**config.mk**
```make
export PLATFORM = sky130hd
export DESIGN_NAME = global_io_control_regs
export DESIGN_NICKNAME = d
export VERILOG_FILES = /design/src/hdl/global_io_control_regs.v
export VERILOG_INCLUDE_DIRS = /design/src /design/src/hdl
export SDC_FILE = /design/constraint.sdc
export NUM_CORES = 1
export LEC_CHECK = 0
export BUFFER_PORTS_ARGS = -buffer_cell sky130_fd_sc_hd__buf_4
export CAP_MARGIN = 25
export CORE_MARGIN = 3
export CORE_UTILIZATION = 54
export DETAILED_ROUTE_END_ITERATION = 10
export PLACE_DENSITY = 0.85
export RECOVER_POWER = 25
export SLEW_MARGIN = 25
export SYNTH_ARGS = -nofsm -noshare
export SYNTH_HDL_FRONTEND = slang
export SYNTH_SLANG_ARGS = --single-unit
```
**constraint.sdc**
```tcl
create_clock -name clk_i -period 2.5 [get_ports clk_i]
set_clock_uncertainty 0.15 [all_clocks]
set_input_delay 0.125 -clock clk_i [delete_from_list [all_inputs] [get_ports clk_i]]
set_output_delay 0.125 -clock clk_i [all_outputs]
set_load 0.01 [all_outputs]
```
**src/hdl/io_ctrl_defines.vh**
```
// Purpose: constants for the global I/O control register bank
// Assumes: byte-addressed register access port, 16-bit address
// Notes:   offsets are byte addresses; 32-bit register spans four bytes
`ifndef IO_CTRL_DEFINES_VH
`define IO_CTRL_DEFINES_VH
`define ADDR_SERIAL_IO_CTRL   16'h0100
`define ADDR_OUT_CLK_CTRL     16'h0103
`define ADDR_INBAND_CTRL_B0   16'h0104
`define ADDR_INBAND_CTRL_B3   16'h0107
`define SIO_PREAMBLE_SUPP_BIT 2
`define SIO_AUTO_EDGE_BIT     1
`define SIO_MANUAL_EDGE_BIT   0
`define SIO_RESET             8'h42
`define OCK_ENABLE_BIT        1
`define OCK_FREQ_BIT          0
`define OCK_RESET             8'h02
`define OCK_WR_MASK           8'h1F
`define IBC_ENABLE_BIT        31
`define IBC_DA_CHECK_BIT      30
`define IBC_SM_RESET_BIT      29
`define IBC_PRIO_MSB          23
`define IBC_PRIO_LSB          22
`define IBC_PORT_MSB          18
`define IBC_PORT_LSB          16
`define IBC_TYPE_MSB          15
`define IBC_TYPE_LSB          0
`define IBC_PRIO_RESET        2'h1
`define IBC_PORT_RESET        3'h5
`define IBC_TYPE_RESET        16'h40FE
`define IBC_LANE2_WR_MASK     8'hC7
`define IBC_LANE3_WR_MASK     8'hE0
`define SPI_FAST_HZ           25000000
`define SYS_CLK_HZ            50000000
`endif

```
**src/hdl/global_io_control_regs.v**
```verilog
// Purpose: global I/O control registers: serial management options,
//          reference clock output control and in-band management settings
// Assumes: byte-wide register port synchronous to clk_i, one access per cycle
// Notes:   register outputs feed the serial, clock and in-band blocks
`timescale 1ns/10ps
`include "io_ctrl_defines.vh"

module global_io_control_regs #(
    parameter SYS_HZ = `SYS_CLK_HZ
) (
    input  wire        clk_i,
    input  wire        resetn_i,
    input  wire        inband_enable_strap_pin_i,
    input  wire [15:0] reg_addr_i,
    input  wire        reg_wr_i,
    input  wire        reg_rd_i,
    input  wire [7:0]  reg_wdata_i,
    output reg  [7:0]  reg_rdata_o,
    input  wire        spi_clk_fast_i,
    input  wire        frame_valid_i,
    input  wire        frame_da_match_i,
    input  wire        frame_is_mgmt_type_i,
    output wire [15:0] frame_type_tag_o,
    output wire        frame_accept_o,
    output wire        mgmt_preamble_required_o,
    output wire        spi_out_rising_edge_o,
    output wire        ref_clock_output_pin_o,
    output wire        ref_clock_output_oe_n_o,
    output wire        inband_mgmt_enable_o,
    output wire        inband_sm_reset_o,
    output wire        response_allowed_o,
    output wire [1:0]  response_queue_o,
    output wire [2:0]  inband_port_o,
    output wire        inband_port_valid_o
);

    reg  [7:0]  sio_reg;
    reg  [7:0]  ock_reg;
    reg  [31:0] ibc_reg;
    reg         strap_done_reg;
    reg         sm_reset_reg;
    reg         ref_clk_reg;
    reg         ref_clk_next;
    reg  [31:0] ibc_next;
    wire [3:0]  lane_hit;
    integer     n;

    // byte lane within the 32-bit in-band register, or 3'h4 when not addressed
    function [2:0] ibc_lane;
        input [15:0] addr;
        begin
            if (addr >= `ADDR_INBAND_CTRL_B0 && addr <= `ADDR_INBAND_CTRL_B3) begin
                ibc_lane = {1'b0, addr[1:0]};
            end else begin
                ibc_lane = 3'h4;
            end
        end
    endfunction

    wire [2:0] wr_lane = ibc_lane(reg_addr_i);

    // writable bits of each byte lane; reserved read-only bits stay zero
    function [7:0] ibc_lane_mask;
        input [1:0] lane;
        begin
            case (lane)
                2'h2:    ibc_lane_mask = `IBC_LANE2_WR_MASK;
                2'h3:    ibc_lane_mask = `IBC_LANE3_WR_MASK;
                default: ibc_lane_mask = 8'hFF;
            endcase
        end
    endfunction

    genvar g;
    generate
        for (g = 0; g < 4; g = g + 1) begin : g_lane
            localparam [2:0] LANE = g;
            assign lane_hit[g] = reg_wr_i & (wr_lane == LANE);
        end
    endgenerate

    // next in-band word; the reset-request bit falls unless it is rewritten
    always @* begin
        ibc_next = ibc_reg;
        ibc_next[`IBC_SM_RESET_BIT] = 1'b0;
        for (n = 0; n < 4; n = n + 1) begin
            if (lane_hit[n]) begin
                ibc_next[n*8 +: 8] = reg_wdata_i & ibc_lane_mask(n[1:0]);
            end
        end
    end

    always @(posedge clk_i) begin
        if (!resetn_i) begin
            sio_reg        <= `SIO_RESET;
            ock_reg        <= `OCK_RESET;
            ibc_reg        <= {8'h00, `IBC_PRIO_RESET, 3'h0,
                               `IBC_PORT_RESET, `IBC_TYPE_RESET};
            strap_done_reg <= 1'b0;
            sm_reset_reg   <= 1'b0;
        end else begin
            ibc_reg      <= ibc_next;
            // the reset pulse lives one cycle, like the bit that requested it
            sm_reset_reg <= lane_hit[3] & reg_wdata_i[`IBC_SM_RESET_BIT - 24];
            // strap is caught on the first clock after reset release and wins
            // over a write to the top byte in that same cycle
            if (!strap_done_reg) begin
                strap_done_reg           <= 1'b1;
                ibc_reg[`IBC_ENABLE_BIT] <= inband_enable_strap_pin_i;
            end
            if (reg_wr_i) begin
                if (reg_addr_i == `ADDR_SERIAL_IO_CTRL) begin
                    sio_reg <= reg_wdata_i;
                end
                if (reg_addr_i == `ADDR_OUT_CLK_CTRL) begin
                    ock_reg <= reg_wdata_i & `OCK_WR_MASK;
                end
            end
        end
    end

    always @* begin
        reg_rdata_o = 8'h00;
        if (reg_rd_i) begin
            case (wr_lane)
                3'h0: reg_rdata_o = ibc_reg[7:0];
                3'h1: reg_rdata_o = ibc_reg[15:8];
                3'h2: reg_rdata_o = ibc_reg[23:16];
                3'h3: reg_rdata_o = ibc_reg[31:24];
                default: begin
                    if (reg_addr_i == `ADDR_SERIAL_IO_CTRL) begin
                        reg_rdata_o = sio_reg;
                    end else if (reg_addr_i == `ADDR_OUT_CLK_CTRL) begin
                        reg_rdata_o = ock_reg;
                    end
                end
            endcase
        end
    end

    // while enabled the pin toggles every clock, 25 MHz from the 50 MHz system clock;
    // 125 MHz cannot be made here, so the frequency bit is only stored
    always @* begin
        ref_clk_next = ~ref_clk_reg;
    end

    always @(posedge clk_i) begin
        if (!resetn_i) begin
            ref_clk_reg <= 1'b0;
        end else begin
            ref_clk_reg <= ref_clk_next;
        end
    end

    assign ref_clock_output_pin_o   = ock_reg[`OCK_ENABLE_BIT] & ref_clk_reg;
    assign ref_clock_output_oe_n_o  = ~ock_reg[`OCK_ENABLE_BIT];

    // only the management serial path sees this; SPI/I2C do not use it
    assign mgmt_preamble_required_o = ~sio_reg[`SIO_PREAMBLE_SUPP_BIT];
    assign spi_out_rising_edge_o    = sio_reg[`SIO_AUTO_EDGE_BIT] ? spi_clk_fast_i
                                    : sio_reg[`SIO_MANUAL_EDGE_BIT];

    assign inband_mgmt_enable_o = ibc_reg[`IBC_ENABLE_BIT];
    assign inband_sm_reset_o    = sm_reset_reg;
    assign frame_type_tag_o     = ibc_reg[`IBC_TYPE_MSB:`IBC_TYPE_LSB];
    assign frame_accept_o       = frame_valid_i & ibc_reg[`IBC_ENABLE_BIT]
                                & frame_is_mgmt_type_i
                                & (~ibc_reg[`IBC_DA_CHECK_BIT] | frame_da_match_i);
    assign response_allowed_o   = ibc_reg[`IBC_ENABLE_BIT];
    assign response_queue_o     = ibc_reg[`IBC_PRIO_MSB:`IBC_PRIO_LSB];
    assign inband_port_o        = ibc_reg[`IBC_PORT_MSB:`IBC_PORT_LSB];
    assign inband_port_valid_o  = (ibc_reg[`IBC_PORT_MSB:`IBC_PORT_LSB] <= 3'h5);

endmodule

```
# --- Yosys cells after proc, flatten, opt, wreduce, memory -nomap -nowiden ---
# Index checks and enable logic that the tools add are counted.
op_classes:
  bitwise_logic: 18
  magnitude_cmp: 3
  mux: 13
  n_reduce_logical: 5
  n_eq_ne: 6
ops:
  columns: ["operator", "count"]
  rows:
  - ["$mux 8", 7]
  - ["$and 8x8->8", 4]
  - ["$eq 16x9->1 const B", 2]
  - ["$pmux 8 s4", 1]
  - ["$ge 16x9->1 const B", 1]
  - ["$le 16x9->1 const B", 1]
  - ["$and 1x1->1", 9]
  - ["$eq 3x2->1 const B", 2]
  - ["$reduce_and 2->1", 3]
  - ["$mux 5", 1]
  - ["$not 1->1", 4]
  - ["$eq 3x1->1 const B", 1]
  - ["$le 3x3->1 const B", 1]
  - ["$logic_not 3->1", 1]
  - ["$mux 1", 3]
  - ["$mux 3", 1]
  - ["$ne 2x1->1 const B", 1]
  - ["$logic_and 1x1->1", 1]
  - ["$or 1x1->1", 1]
totals:
  reg_bits: 48
  wordCells: 56
  inputBits: 33
  output_inout_bits: 38

# --- Logic depth before layout (Yosys ltp) ---
# Gate-level depths: netlist of run 1.
depth:
  word_depth: 9
  mapped_depth: 6
  depth_no_buf: 4

# --- Least setup slack after synthesis of run 1 ---
# Ideal clock, no wire load.
synth_path:
  kind: "in2out"
  start: "in reg_addr_i[9]"
  end: "out reg_rdata_o[0]"
  slack_ps: 978
  required_ps: 2225
  path_stages: 5
  arrival_ps: 1247
  cell_sequence: "nor4b_2 -> and4_1 -> buf_4 -> nand2_1 -> a211oi_1"
synth_between:
  elab_chain_len: 6
  word_cells_on_any_way: 14
  classes_between: "order compare: 2; eq/ne: 5; mux: 5; reduce/logical: 2"
synth_rtl:
  columns: ["item", "line_no", "source"]
  rows:
  - ["start, declared", "global_io_control_regs.v:14", "input wire [15:0] reg_addr_i,"]
  - ["$ge 16x9->1 (no line) / $le 16x9->1 (equally long branches)", null, null]
  - ["$logic_and 1x1->1 (no line)", null, null]
  - ["$mux 3", "global_io_control_regs.v:52", "if (addr >= `ADDR_INBAND_CTRL_B0 && addr <= `ADDR_INBAND_CTRL_B3) begin"]
  - ["$eq 3x2->1 (tied with other cells)", "global_io_control_regs.v:125", "case (wr_lane)"]
  - ["$pmux 8 s4 *", "global_io_control_regs.v:125", null]
  - ["$mux 8 *", "global_io_control_regs.v:124", "if (reg_rd_i) begin"]
  - ["end, declared", "global_io_control_regs.v:18", "output reg [7:0] reg_rdata_o,"]
# Every way passes the cells marked *; elsewhere a longest branch is shown, timed or not.

# --- Worst setup path after layout of run 1 ---
layout_path:
  start: "in reg_addr_i[5]"
  end: "out reg_rdata_o[2]"
# Same word-level chain as after synthesis.

==> key figures, run 1 <==
Global route
  – Total Routing Usage GR: 0.247
  – Vias in the first global route: roughly 1,800
  – Initial antenna violation count: 0
  – Grt total ovfl: 0
  – Largest net degree at the start of global routing: 31
  – First-pass GRT wire length: between 8000 and 9000 um

Route
  – Via density: roughly 5.8
  – Via count: 2,008
  – WL/cell: ~16 um
  – DRC viols: 0
  – Final ANT Viol Nets: 0
  – Routed WL: ~5600 um
  – Router iterations before antenna repair: 4
  – Iter 0 DRT Violations: about 170

Finish
  – Final instance area: between 0.002 and 0.003 mm^2
  – Diodes inserted: 0
  – Post-layout net count: about 330
  – Area growth syn-to-layout: 21.3%
  – Largest register FFs: 24
  – Fill cell count: roughly 340
  – Share of cells above drive strength 1: 0.243
  – Final Non-Filler Cells: around 350

Synthesis
  – Largest family of logic cells by synthesized area: simple AND/OR/NAND/NOR gates
  – Cells after Synth: 252
  – Seq/Total Area, Yosys: 0.376
  – Simple-Gate Fraction of Synth Area: 0.220
  – Post-synth EDFFs: 0
  – Synth top cells by count: dfxtp_1 (40), nand3_1 (35), buf_4 (25)
  – Post-Synth XOR/XNOR Area: 0
  – Post-synth cell types: 36
  – Synth Register Bits: 40
  – Synthesized area: 0.00213 mm^2
  – Area contributors post-synth: dfxtp_1 (38%), buf_4 (8.8%), nand3_1 (8.2%)
  – Post-Synth Adder-Cell Area: 0
  – Synth Flop Type: dfxtp_1
  – Synth Area in Compound Gates: 0.169
  – Mapped Nets: ~290
  – Post-synthesis async set-or-reset flop share: 0
  – Synth Warn #: 0
  – Top cell type's share of synthesized area: 0.376
  – Synthesized area per cell: about 8.4 um^2
  – Leading area contributor after synthesis: dfxtp_1
  – Mux cell area share after synthesis: 0.103
  – Most common cell in the netlist: dfxtp_1

Place
  – Place WS: approximately 560 ps
  – Placed Cells incl. Taps: 332
  – Post-DP HPWL: about 3900 um
  – GPL Wtd Cong: between 0.8 and 0.9
  – DP Area: around 0.0025 mm^2
  – IO buf count: 70

Worst setup path
  – Crit. Startpoint: reg_addr_i[5]
  – CP Max Fanout: 8
  – WP data arrival: between 1500 and 2000 ps
  – Worst EP required: approximately 2200 ps
  – Nature of the critical path startpoint: primary input
  – CP Capture Type: primary output
  – RR Startpoint: ibc_reg[31]
  – Critical path type: in -> out

Hold path
  – Hold crit path type: in -> reg
  – Min-delay src: reg_wr_i

STA
  – Final Max Slew Viols: 0
  – RSZ-0062 raised after global routing: false
  – Worst Tran Pin Value: 684 ps
  – Post-route minimum period: between 1500 and 2000 ps
  – Fmax: about 520 MHz
  – Post-route setup slack: between 500 and 600 ps
  – Setup TNS: 0 ps
  – Relative slew slack: 0.543
  – Final setup fails: 0
  – Tcrit/Tclk final: 0.769
  – Final hold violations: 0

Clock tree
  – Worst-path clk slew: around 70 ps
  – Post CTS Setup Buffer Count: 0
  – CTS H-Tree Depth: 2
  – Clock root cell: clkbuf_8
  – Clock latency on the worst-skew pair: 290 ps
  – TritonCTS clock tree: yes
  – Count of cells resized by post-cts repair: 0
  – Max Root-Sink Buffers: 2
  – # clock sinks: 40
  – CTS Buf Count: 5

Status
  – Status: completed

Floorplan
  – IO Count: 71
  – Die ar.: between 0.004 and 0.005 mm^2
  – Floorplan core area: ~0.0037 mm^2
  – Die height: just under 70 um
  – Starting Density: 0.569
  – Die width: approximately 69 um
  – Cell Rows: 22

Power and ir drop
  – VDD IR max: 0.363 mV
  – Power consumption: around 1.2 mW
  – Total power per unit cell area: between 400 and 500 mW/mm^2
  – Leak: approximately 1.0 nW

Run
  – Max Cap Viol: 0
-- worst max-delay path: stages --
cell	delay, ps
buf_4	110
nor4_2	330
and4_1	410
nand2_1	270
a211oi_1	240
buf_4	160
-- report_power, final --
part / switching (mW) / leakage (nW) / total (mW) / internal, mW
clock network: 0.221 / 0.0410 / 0.411 / 0.190
logic: 0.0808 / 0.685 / 0.154 / 0.0737
registers: 0.00257 / 0.324 / 0.642 / 0.640
-- worst paths after layout --
kind,cells after the start,end,slack [ps]
min,3,sio_reg[1],80
max reg2reg,2,ibc_reg[31],1540
max,6,reg_rdata_o[2],580
min reg2reg,1,ref_clk_reg,270
-- through the flow --
step / utilization / hold slack, ps
after floorplan: - / 2.72
after global placement: 0.660 / 236
after detailed placement: 0.660 / 234
after CTS: 0.708 / 77.4
after global routing: 0.690 / 104
final: 0.690 / 78.5
-- layout by cell type, fill, tap and decap left out, types with 2 or more instances in the layout --
cell type and count:
nor3_1 3, inv_1 4, buf_4 55, dfxtp_1 40, a21oi_1 17, a221oi_1 3, nor2_1 11, mux2_2 3
clkbuf_1 19, a22oi_1 5, a21o_1 3, nor2b_1 2, nand2b_1 2, a211oi_1 3, mux4_2 2, dlygate4sd3_1 10
mux2i_1 14, o21ai_0 24, and2_1 2, nand2_1 21, and4_1 2, or2_2 2, nand3_1 35, a41o_1 3
clkbuf_8 5
-- per-layer routing --
| layer | global-route usage | part of all wire |
|---|---|---|
| met1 | 0.329 | 0.42 |
| met2 | 0.390 | 0.49 |
| met3 | 0.0616 | 0.085 |
| met4 | 0.0803 | 0.0070 |
| met5 | 0 | 0 |
-- timing repair --
action,4_1_cts,5_1_grt
hold buffers,10,0
hold endpoints to repair,29,0
endpoints found under the setup margin,0,0
-- cell type report --
class                   instances  area, um^2  share of cell area
multi-input cells             167        1050               0.406
repair buffers                 83         581               0.225
well taps                      48        60.1              0.0233
clock inverters                 1        5.00             0.00194
inverters                       4        15.0             0.00582
clock buffers                   6        72.6              0.0281
flip-flops and latches         40         801               0.310
-- cell families (layout without fill, tap and decap cells) --
group	count (synthesis)	after routing
buffers and inverters	45	94
multiplexers	19	19
flip-flops	40	40
AO/OA/AOI/OAI	60	60
AND/OR/NAND/NOR	88	88
Power figures use the tool's default switching activity.
==> inputs of run 2 (changes only) <==
--- a/config.mk
+++ b/config.mk
@@ -9,9 +9,9 @@
 export BUFFER_PORTS_ARGS = -buffer_cell sky130_fd_sc_hd__buf_4
 export CAP_MARGIN = 25
 export CORE_MARGIN = 3
-export CORE_UTILIZATION = 54
+export CORE_UTILIZATION = 45
 export DETAILED_ROUTE_END_ITERATION = 10
-export PLACE_DENSITY = 0.85
+export PLACE_DENSITY = 0.75
 export RECOVER_POWER = 25
 export SLEW_MARGIN = 25
 export SYNTH_ARGS = -nofsm -noshare
==> constraint.sdc (replaced) <==
create_clock -name clk_i -period 1.7 [get_ports clk_i]
set_clock_uncertainty 0.15 [all_clocks]
set_input_delay 0.085 -clock clk_i [delete_from_list [all_inputs] [get_ports clk_i]]
set_output_delay 0.085 -clock clk_i [all_outputs]
set_load 0.01 [all_outputs]
==> run 2 against run 1 <==
The flow now finishes with violations (setup timing). Highest routed layer unchanged. Die area increased by 18%. Core utilization decreased by 7.9 points. Cell count increased by 4.6%. Wire length is 7.3% higher. Critical path type is now reg -> out. Largest power group unchanged. Critical endpoint is now reg_rdata_o[6]. Power is 49% higher.
==> key figures, run 2 (synthesized netlist as in run 1, its figures left out) <==
Status
  – Status: finished, violations left
  – Failing checks: setup timing

STA
  – Post-route minimum period: 1750 ps
  – Final setup fails: 2
  – Post-route setup slack: -45.5 ps
  – Fmax: 573 MHz
  – Tcrit/Tclk final: 1.03
  – Setup TNS: -48.9 ps
  – Relative slew slack: 0.629
  – Final hold violations: 0
  – RSZ-0062 raised after global routing: true
  – Final Max Slew Viols: 0
  – Worst Tran Pin Value: around 560 ps

Run
  – Max Cap Viol: 0

Floorplan
  – Cell Rows: 24
  – Die width: between 70 and 80 um
  – Die height: ~75 um
  – Floorplan core area: between 0.004 and 0.005 mm^2
  – Die ar.: 0.00559 mm^2
  – IO Count: 71
  – Starting Density: 0.476

Hold path
  – Min-delay src: reg_wr_i
  – Hold crit path type: in -> reg
  – Hold path endpoint: ock_reg[1]
  – Hold Path Depth: 3

Worst setup path
  – R2r setup slk: ~790 ps
  – CP max stage delay: 500 ps
  – RR Endpoint: ibc_reg[31]
  – R2R cell count: 3
  – RR Startpoint: ibc_reg[31]
  – Nature of the critical path startpoint: flop
  – Cell breakdown of the critical path: mux4_2 > a22oi_2 > nor2_1 > buf_4
  – Kind of cell adding the most delay to the critical path: multiplexers
  – WP buf/inv: 1
  – Worst EP required: approximately 1500 ps
  – Critical path type: reg -> out
  – WP data arrival: roughly 1500 ps
  – CP Capture Type: primary output
  – CP Max Fanout: 2
  – Slowest cell on crit path: mux4_2

Place
  – IO buf count: 70
  – GPL Wtd Cong: 0.805
  – Placed Cells incl. Taps: 343
  – Post-DP HPWL: around 4300 um

Clock tree
  – Clock latency on the worst-skew pair: between 200 and 300 ps
  – CTS H-Tree Depth: 2
  – Worst-path clk slew: approximately 80 ps
  – TritonCTS clock tree: yes
  – # clock sinks: 40
  – Clock root cell: clkbuf_8
  – CTS Buf Count: 5
  – Max Root-Sink Buffers: 2

Finish
  – Post-layout net count: 346
  – Diodes inserted: 0
  – Most common cell after layout, fill and taps aside: buf_4
  – Final Non-Filler Cells: ~370
  – Layout Utilization: 0.610
  – Most frequent cells in the layout: buf_4 (70), nand3_1 (35), dfxtp_1 (35)
  – Largest register FFs: 24
  – Share of cells above drive strength 1: 0.310
  – Fill cell count: ~400
  – Area growth syn-to-layout: 28.3%

Global route
  – Vias in the first global route: roughly 1,900
  – Total Routing Usage GR: 0.226
  – Largest net degree at the start of global routing: 26
  – Grt total ovfl: 0
  – First-pass GRT wire length: between 9000 and 10,000 um
  – Initial antenna violation count: 0

Power and ir drop
  – Leak: 1.13 nW
  – Total power per unit cell area: 660 mW/mm^2
  – VDD IR max: 0.369 mV

Route
  – Iter 0 DRT Violations: 293
  – DRC viols: 0
  – Via count: about 2,100
  – Final ANT Viol Nets: 0
  – Router iterations before antenna repair: 4
  – Via density: 5.81
  – WL/cell: between 15 and 20 um
  – Routed WL: roughly 6000 um
[run 2: cell count changes in the layout (fill, tap and decap cells not counted), sizes merged]
cell,change
buf,+16
clkbuf,-4
[run 2: area by class of cell]
type	count	area (um^2)	area share
inverters	4	15.0	0.00550
well taps	52	65.1	0.0238
clock inverters	1	5.00	0.00183
repair buffers	95	698	0.256
multi-input cells	167	1070	0.391
clock buffers	6	72.6	0.0266
flip-flops and latches	40	807	0.295
[run 2: layer usage]
metal | routed length (um) | part of all wire | track usage
met5 | 0 | 0 | 0
met3 | 559 | 0.094 | 0.0574
met4 | 77 | 0.013 | 0.0771
met2 | 2840 | 0.48 | 0.362
met1 | 2490 | 0.42 | 0.297
[run 2: worst register-to-register path, delay by kind of cell (launching register included)]
family,cells,cell delay [ps]
DFF,1,330
AOI/OAI and AO/OA,2,240
buffers and inverters,1,120
[run 2: how the worst max path moves through the flow]
stage	start	to	slack, ps	depth (start not counted)
finish	ibc_reg[30]	reg_rdata_o[6]	-50	4
global route	ibc_reg[30]	reg_rdata_o[6]	-100	4
CTS	ibc_reg[30]	reg_rdata_o[6]	-50	4
detailed placement	reg_addr_i[9]	reg_rdata_o[0]	60	6
global placement	reg_addr_i[9]	reg_rdata_o[0]	80	6
floorplan	reg_addr_i[9]	reg_rdata_o[0]	260	5
[run 2: power breakdown]
| part | total (mW) | internal [mW] | switching, mW |
|---|---|---|---|
| logic | 0.248 | 0.120 | 0.127 |
| clock network | 0.613 | 0.280 | 0.333 |
| registers | 0.943 | 0.941 | 0.00194 |
[run 2: timing repair]
| action | in CTS | in global routing |
|---|---|---|
| resized for setup | 9 | 4 |
| hold buffers | 10 | 0 |
| gates cloned | 0 | 0 |
| setup endpoints to repair | 2 | 8 |
| setup buffers | 5 | 0 |
| hold endpoints to repair | 35 | 0 |
| pin swaps | 2 | 2 |
[run 2: through the flow]
step	instance area [um^2]	power [mW]	setup WS, ps	hold slack [ps]
floorplan	2130	1.07	258	-37.3
global placement	2540	1.18	84.1	162
detailed placement	2540	1.18	62.7	158
CTS	2780	1.80	-50.6	42.2
global route	2730	1.87	-104	55.9
finish	2730	1.80	-45.5	40.7
==> inputs of run 3 (changes only) <==
--- a/config.mk
+++ b/config.mk
@@ -6,12 +6,13 @@
 export SDC_FILE = /design/constraint.sdc
 export NUM_CORES = 1
 export LEC_CHECK = 0
-export BUFFER_PORTS_ARGS = -buffer_cell sky130_fd_sc_hd__buf_4
+export ABC_AREA = 1
+export BUFFER_PORTS_ARGS = -buffer_cell sky130_fd_sc_hd__buf_2
 export CAP_MARGIN = 25
 export CORE_MARGIN = 3
-export CORE_UTILIZATION = 45
+export CORE_UTILIZATION = 47
 export DETAILED_ROUTE_END_ITERATION = 10
-export PLACE_DENSITY = 0.75
+export PLACE_DENSITY = 0.77
 export RECOVER_POWER = 25
 export SLEW_MARGIN = 25
 export SYNTH_ARGS = -nofsm -noshare
==> run 3 against run 2 <==
The flow now finishes without violations. Count of clock-buffer cells in the layout grew 2. Sequential power about the same. Clock power rose by 9.1%. Synthesized cell count is 34% higher. Global-route usage fell by 0.53 points. Power decreased by 0.18%. Flip-flop and latch count is the same. Cell count increased by 29%. Combinational power down 25%. Register-to-register slack got worse by 200 ps. First-iteration DRC count decreased by 55%. Synthesized area rose by 11%. Largest power group unchanged.
==> key figures, run 3 <==
Place
  – Post-DP HPWL: 4730 um
  – Place WS: 145 ps
  – IO buf count: 70
  – GPL Wtd Cong: between 0.8 and 0.9
  – Placed Cells incl. Taps: 449

Global route
  – First-pass GRT wire length: roughly 10,000 um
  – Initial antenna violation count: 0
  – Total Routing Usage GR: 0.221
  – Largest net degree at the start of global routing: 30
  – Vias in the first global route: approximately 2,200
  – Grt total ovfl: 0

Finish
  – Share of cells above drive strength 1: 0.251
  – Final Non-Filler Cells: 470
  – Diodes inserted: 0
  – Fill cell count: 500
  – Most common cell after layout, fill and taps aside: nand2_1
  – Largest register FFs: 24
  – Layout Utilization: 0.586
  – Post-layout net count: about 440
  – Most frequent cells in the layout: nand2_1 (72), nor2_1 (68), buf_2 (56)
  – Area growth syn-to-layout: 18.8%

Power and ir drop
  – Net switching power: around 0.46 mW
  – Switching Share: 0.253
  – Leak: approximately 1.5 nW
  – VDD IR max: 0.380 mV
  – Logic pwr share: 0.103
  – Total power per unit cell area: 641 mW/mm^2
  – Int Pwr: around 1.3 mW
  – Register share of total power: 0.525
  – Clock group share of total power: 0.372

Synthesis
  – Synth Register Bits: 40
  – Synth Flop Type: dfxtp_1
  – Synthesized area: about 0.0024 mm^2
  – Post-synthesis async set-or-reset flop share: 0
  – Cells after Synth: roughly 340
  – Post-synth cell types: 31
  – Area contributors post-synth: dfxtp_1 (34%), nand2_1 (12%), nor2_1 (11%)
  – Post-synth EDFFs: 0
  – Top cell type's share of synthesized area: 0.339
  – Most common cell in the netlist: nand2_1
  – Synth Warn #: 0
  – Seq/Total Area, Yosys: 0.339
  – Leading area contributor after synthesis: dfxtp_1
  – Mapped Nets: between 300 and 400
  – Synth top cells by count: nand2_1 (73), nor2_1 (68), dfxtp_1 (40)
  – Synthesized area per cell: approximately 7.0 um^2

Worst setup path
  – CP Max Fanout: 6
  – Slowest cell on crit path: nor2_4
  – Cell breakdown of the critical path: buf_2 > nor2_1 > nand3_1 > nor2_4 > nand3_1 > nor2_1 > nor2_1 > nor2_1 > buf_2
  – Worst EP required: between 1000 and 1500 ps
  – R2r setup slk: between 500 and 600 ps
  – WP data arrival: 1360 ps
  – Top cell by count, worst path: nor2_1
  – Critical path type: in -> out
  – CP Capture Type: primary output
  – Nature of the critical path startpoint: primary input
  – CP max stage delay: approximately 260 ps

Route
  – Max layer used: met4
  – M1 WL: just under 3000 um
  – WL/cell: about 13 um
  – Router iterations before antenna repair: 4
  – Routed WL: about 6300 um
  – Via density: 4.93
  – Iter 0 DRT Violations: around 130
  – Met2 wire len: between 2000 and 3000 um
  – Via count: around 2,300
  – DR WL met3: around 500 um
  – Final ANT Viol Nets: 0
  – DRC viols: 0

Status
  – Status: completed

Floorplan
  – Die height: approximately 77 um
  – Floorplan core area: roughly 0.0048 mm^2
  – Cell Rows: 25
  – Die width: 76.9 um
  – Starting Density: 0.494
  – Die ar.: between 0.005 and 0.006 mm^2
  – IO Count: 71

STA
  – Worst Tran Pin Value: 626 ps
  – Final setup fails: 0
  – Final hold violations: 0
  – Setup TNS: 0 ps
  – Relative slew slack: 0.583
  – Tcrit/Tclk final: 0.936
  – RSZ-0062 raised after global routing: false
  – Final Max Slew Viols: 0
  – Post-route setup slack: ~110 ps
  – Fmax: 629 MHz
  – Post-route minimum period: 1590 ps

Clock tree
  – Worst-path clk slew: 80 ps
  – Clock latency on the worst-skew pair: about 300 ps
  – TritonCTS clock tree: yes
  – Clock root cell: clkbuf_8
  – CTS Buf Count: 5
  – CTS H-Tree Depth: 2
  – # clock sinks: 40
  – Max Root-Sink Buffers: 2

Run
  – Max Cap Viol: 0

Hold path
  – Hold crit path type: in -> reg
## run 3: cell count changes in the layout (fill, tap and decap cells not counted), moves of 6 or more
cell / change
buf_4: -60
nor2_1: +57
buf_2: +56
nand2_1: +52
inv_1: +23
o21ai_0: -21
mux2i_1: -14
nand3_1: -14
nand4_1: +14
a21oi_1: -12
o21ai_1: +11
inv_2: +6
## run 3: metrics by stage
stage | cell area (um^2) | total power, mW | hold slack [ps]
final | 2810 | 1.80 | 24.1
after global routing | 2810 | 1.87 | 62.3
after CTS | 2800 | 1.80 | 37.1
after detailed placement | 2610 | 1.13 | 195
after global placement | 2610 | 1.13 | 189
after floorplan | 2360 | 1.05 | -37.3
## run 3: layer usage
layer  up-vias  GRT usage
met1      1018      0.290
met4         0     0.0688
met3        12     0.0505
met5         -          0
li1       1197          -
met2        92      0.358
## run 3: power by group through the flow
stage / registers [mW] / logic, mW / clock network (mW)
detailed placement: 0.967 / 0.166 / 0
floorplan: 0.967 / 0.0852 / 0
CTS: 0.944 / 0.184 / 0.674
finish: 0.945 / 0.186 / 0.669
global placement: 0.966 / 0.165 / 0
global route: 0.945 / 0.205 / 0.716
## run 3: path summary, 6_finish.rpt
path	start	to	cells after the start
worst max-delay path	reg_addr_i[5]	reg_rdata_o[0]	9
worst min-delay path	reg_wr_i	ibc_reg[0]	3
worst max register to register	strap_done_reg	ibc_reg[31]	3
worst min register to register	ref_clk_reg	ref_clk_reg	1
## run 3: cell type report
type	instances	area (um^2)	area share
Multi-Input combinational cell	229	1170	0.417
Sequential cell	40	802	0.286
Timing Repair Buffer	92	532	0.189
Inverter	34	128	0.0455
Clock buffer	8	90.1	0.0321
Tap cell	67	83.8	0.0299
## run 3: logic make-up (layout without fill, tap and decap cells)
group	Yosys count	after routing	share of synthesized area
AND/OR/NAND/NOR	197	197	0.400
multiplexers	2	2	0.00953
buffers and inverters	69	134	0.166
AO/OA/AOI/OAI	30	30	0.0847
flip-flops	40	40	0.339
## run 3: what timing repair did
item,4_1_cts,5_1_grt
hold buffers,10,0
setup endpoints to repair,0,5
setup buffers,0,3
gates resized for setup,0,4
hold endpoints to repair,37,0
## run 3: worst max-delay path, delay by kind of cell
kind	cells	cell delay (ps)
simple gates	7	1010
buf+inv	2	260
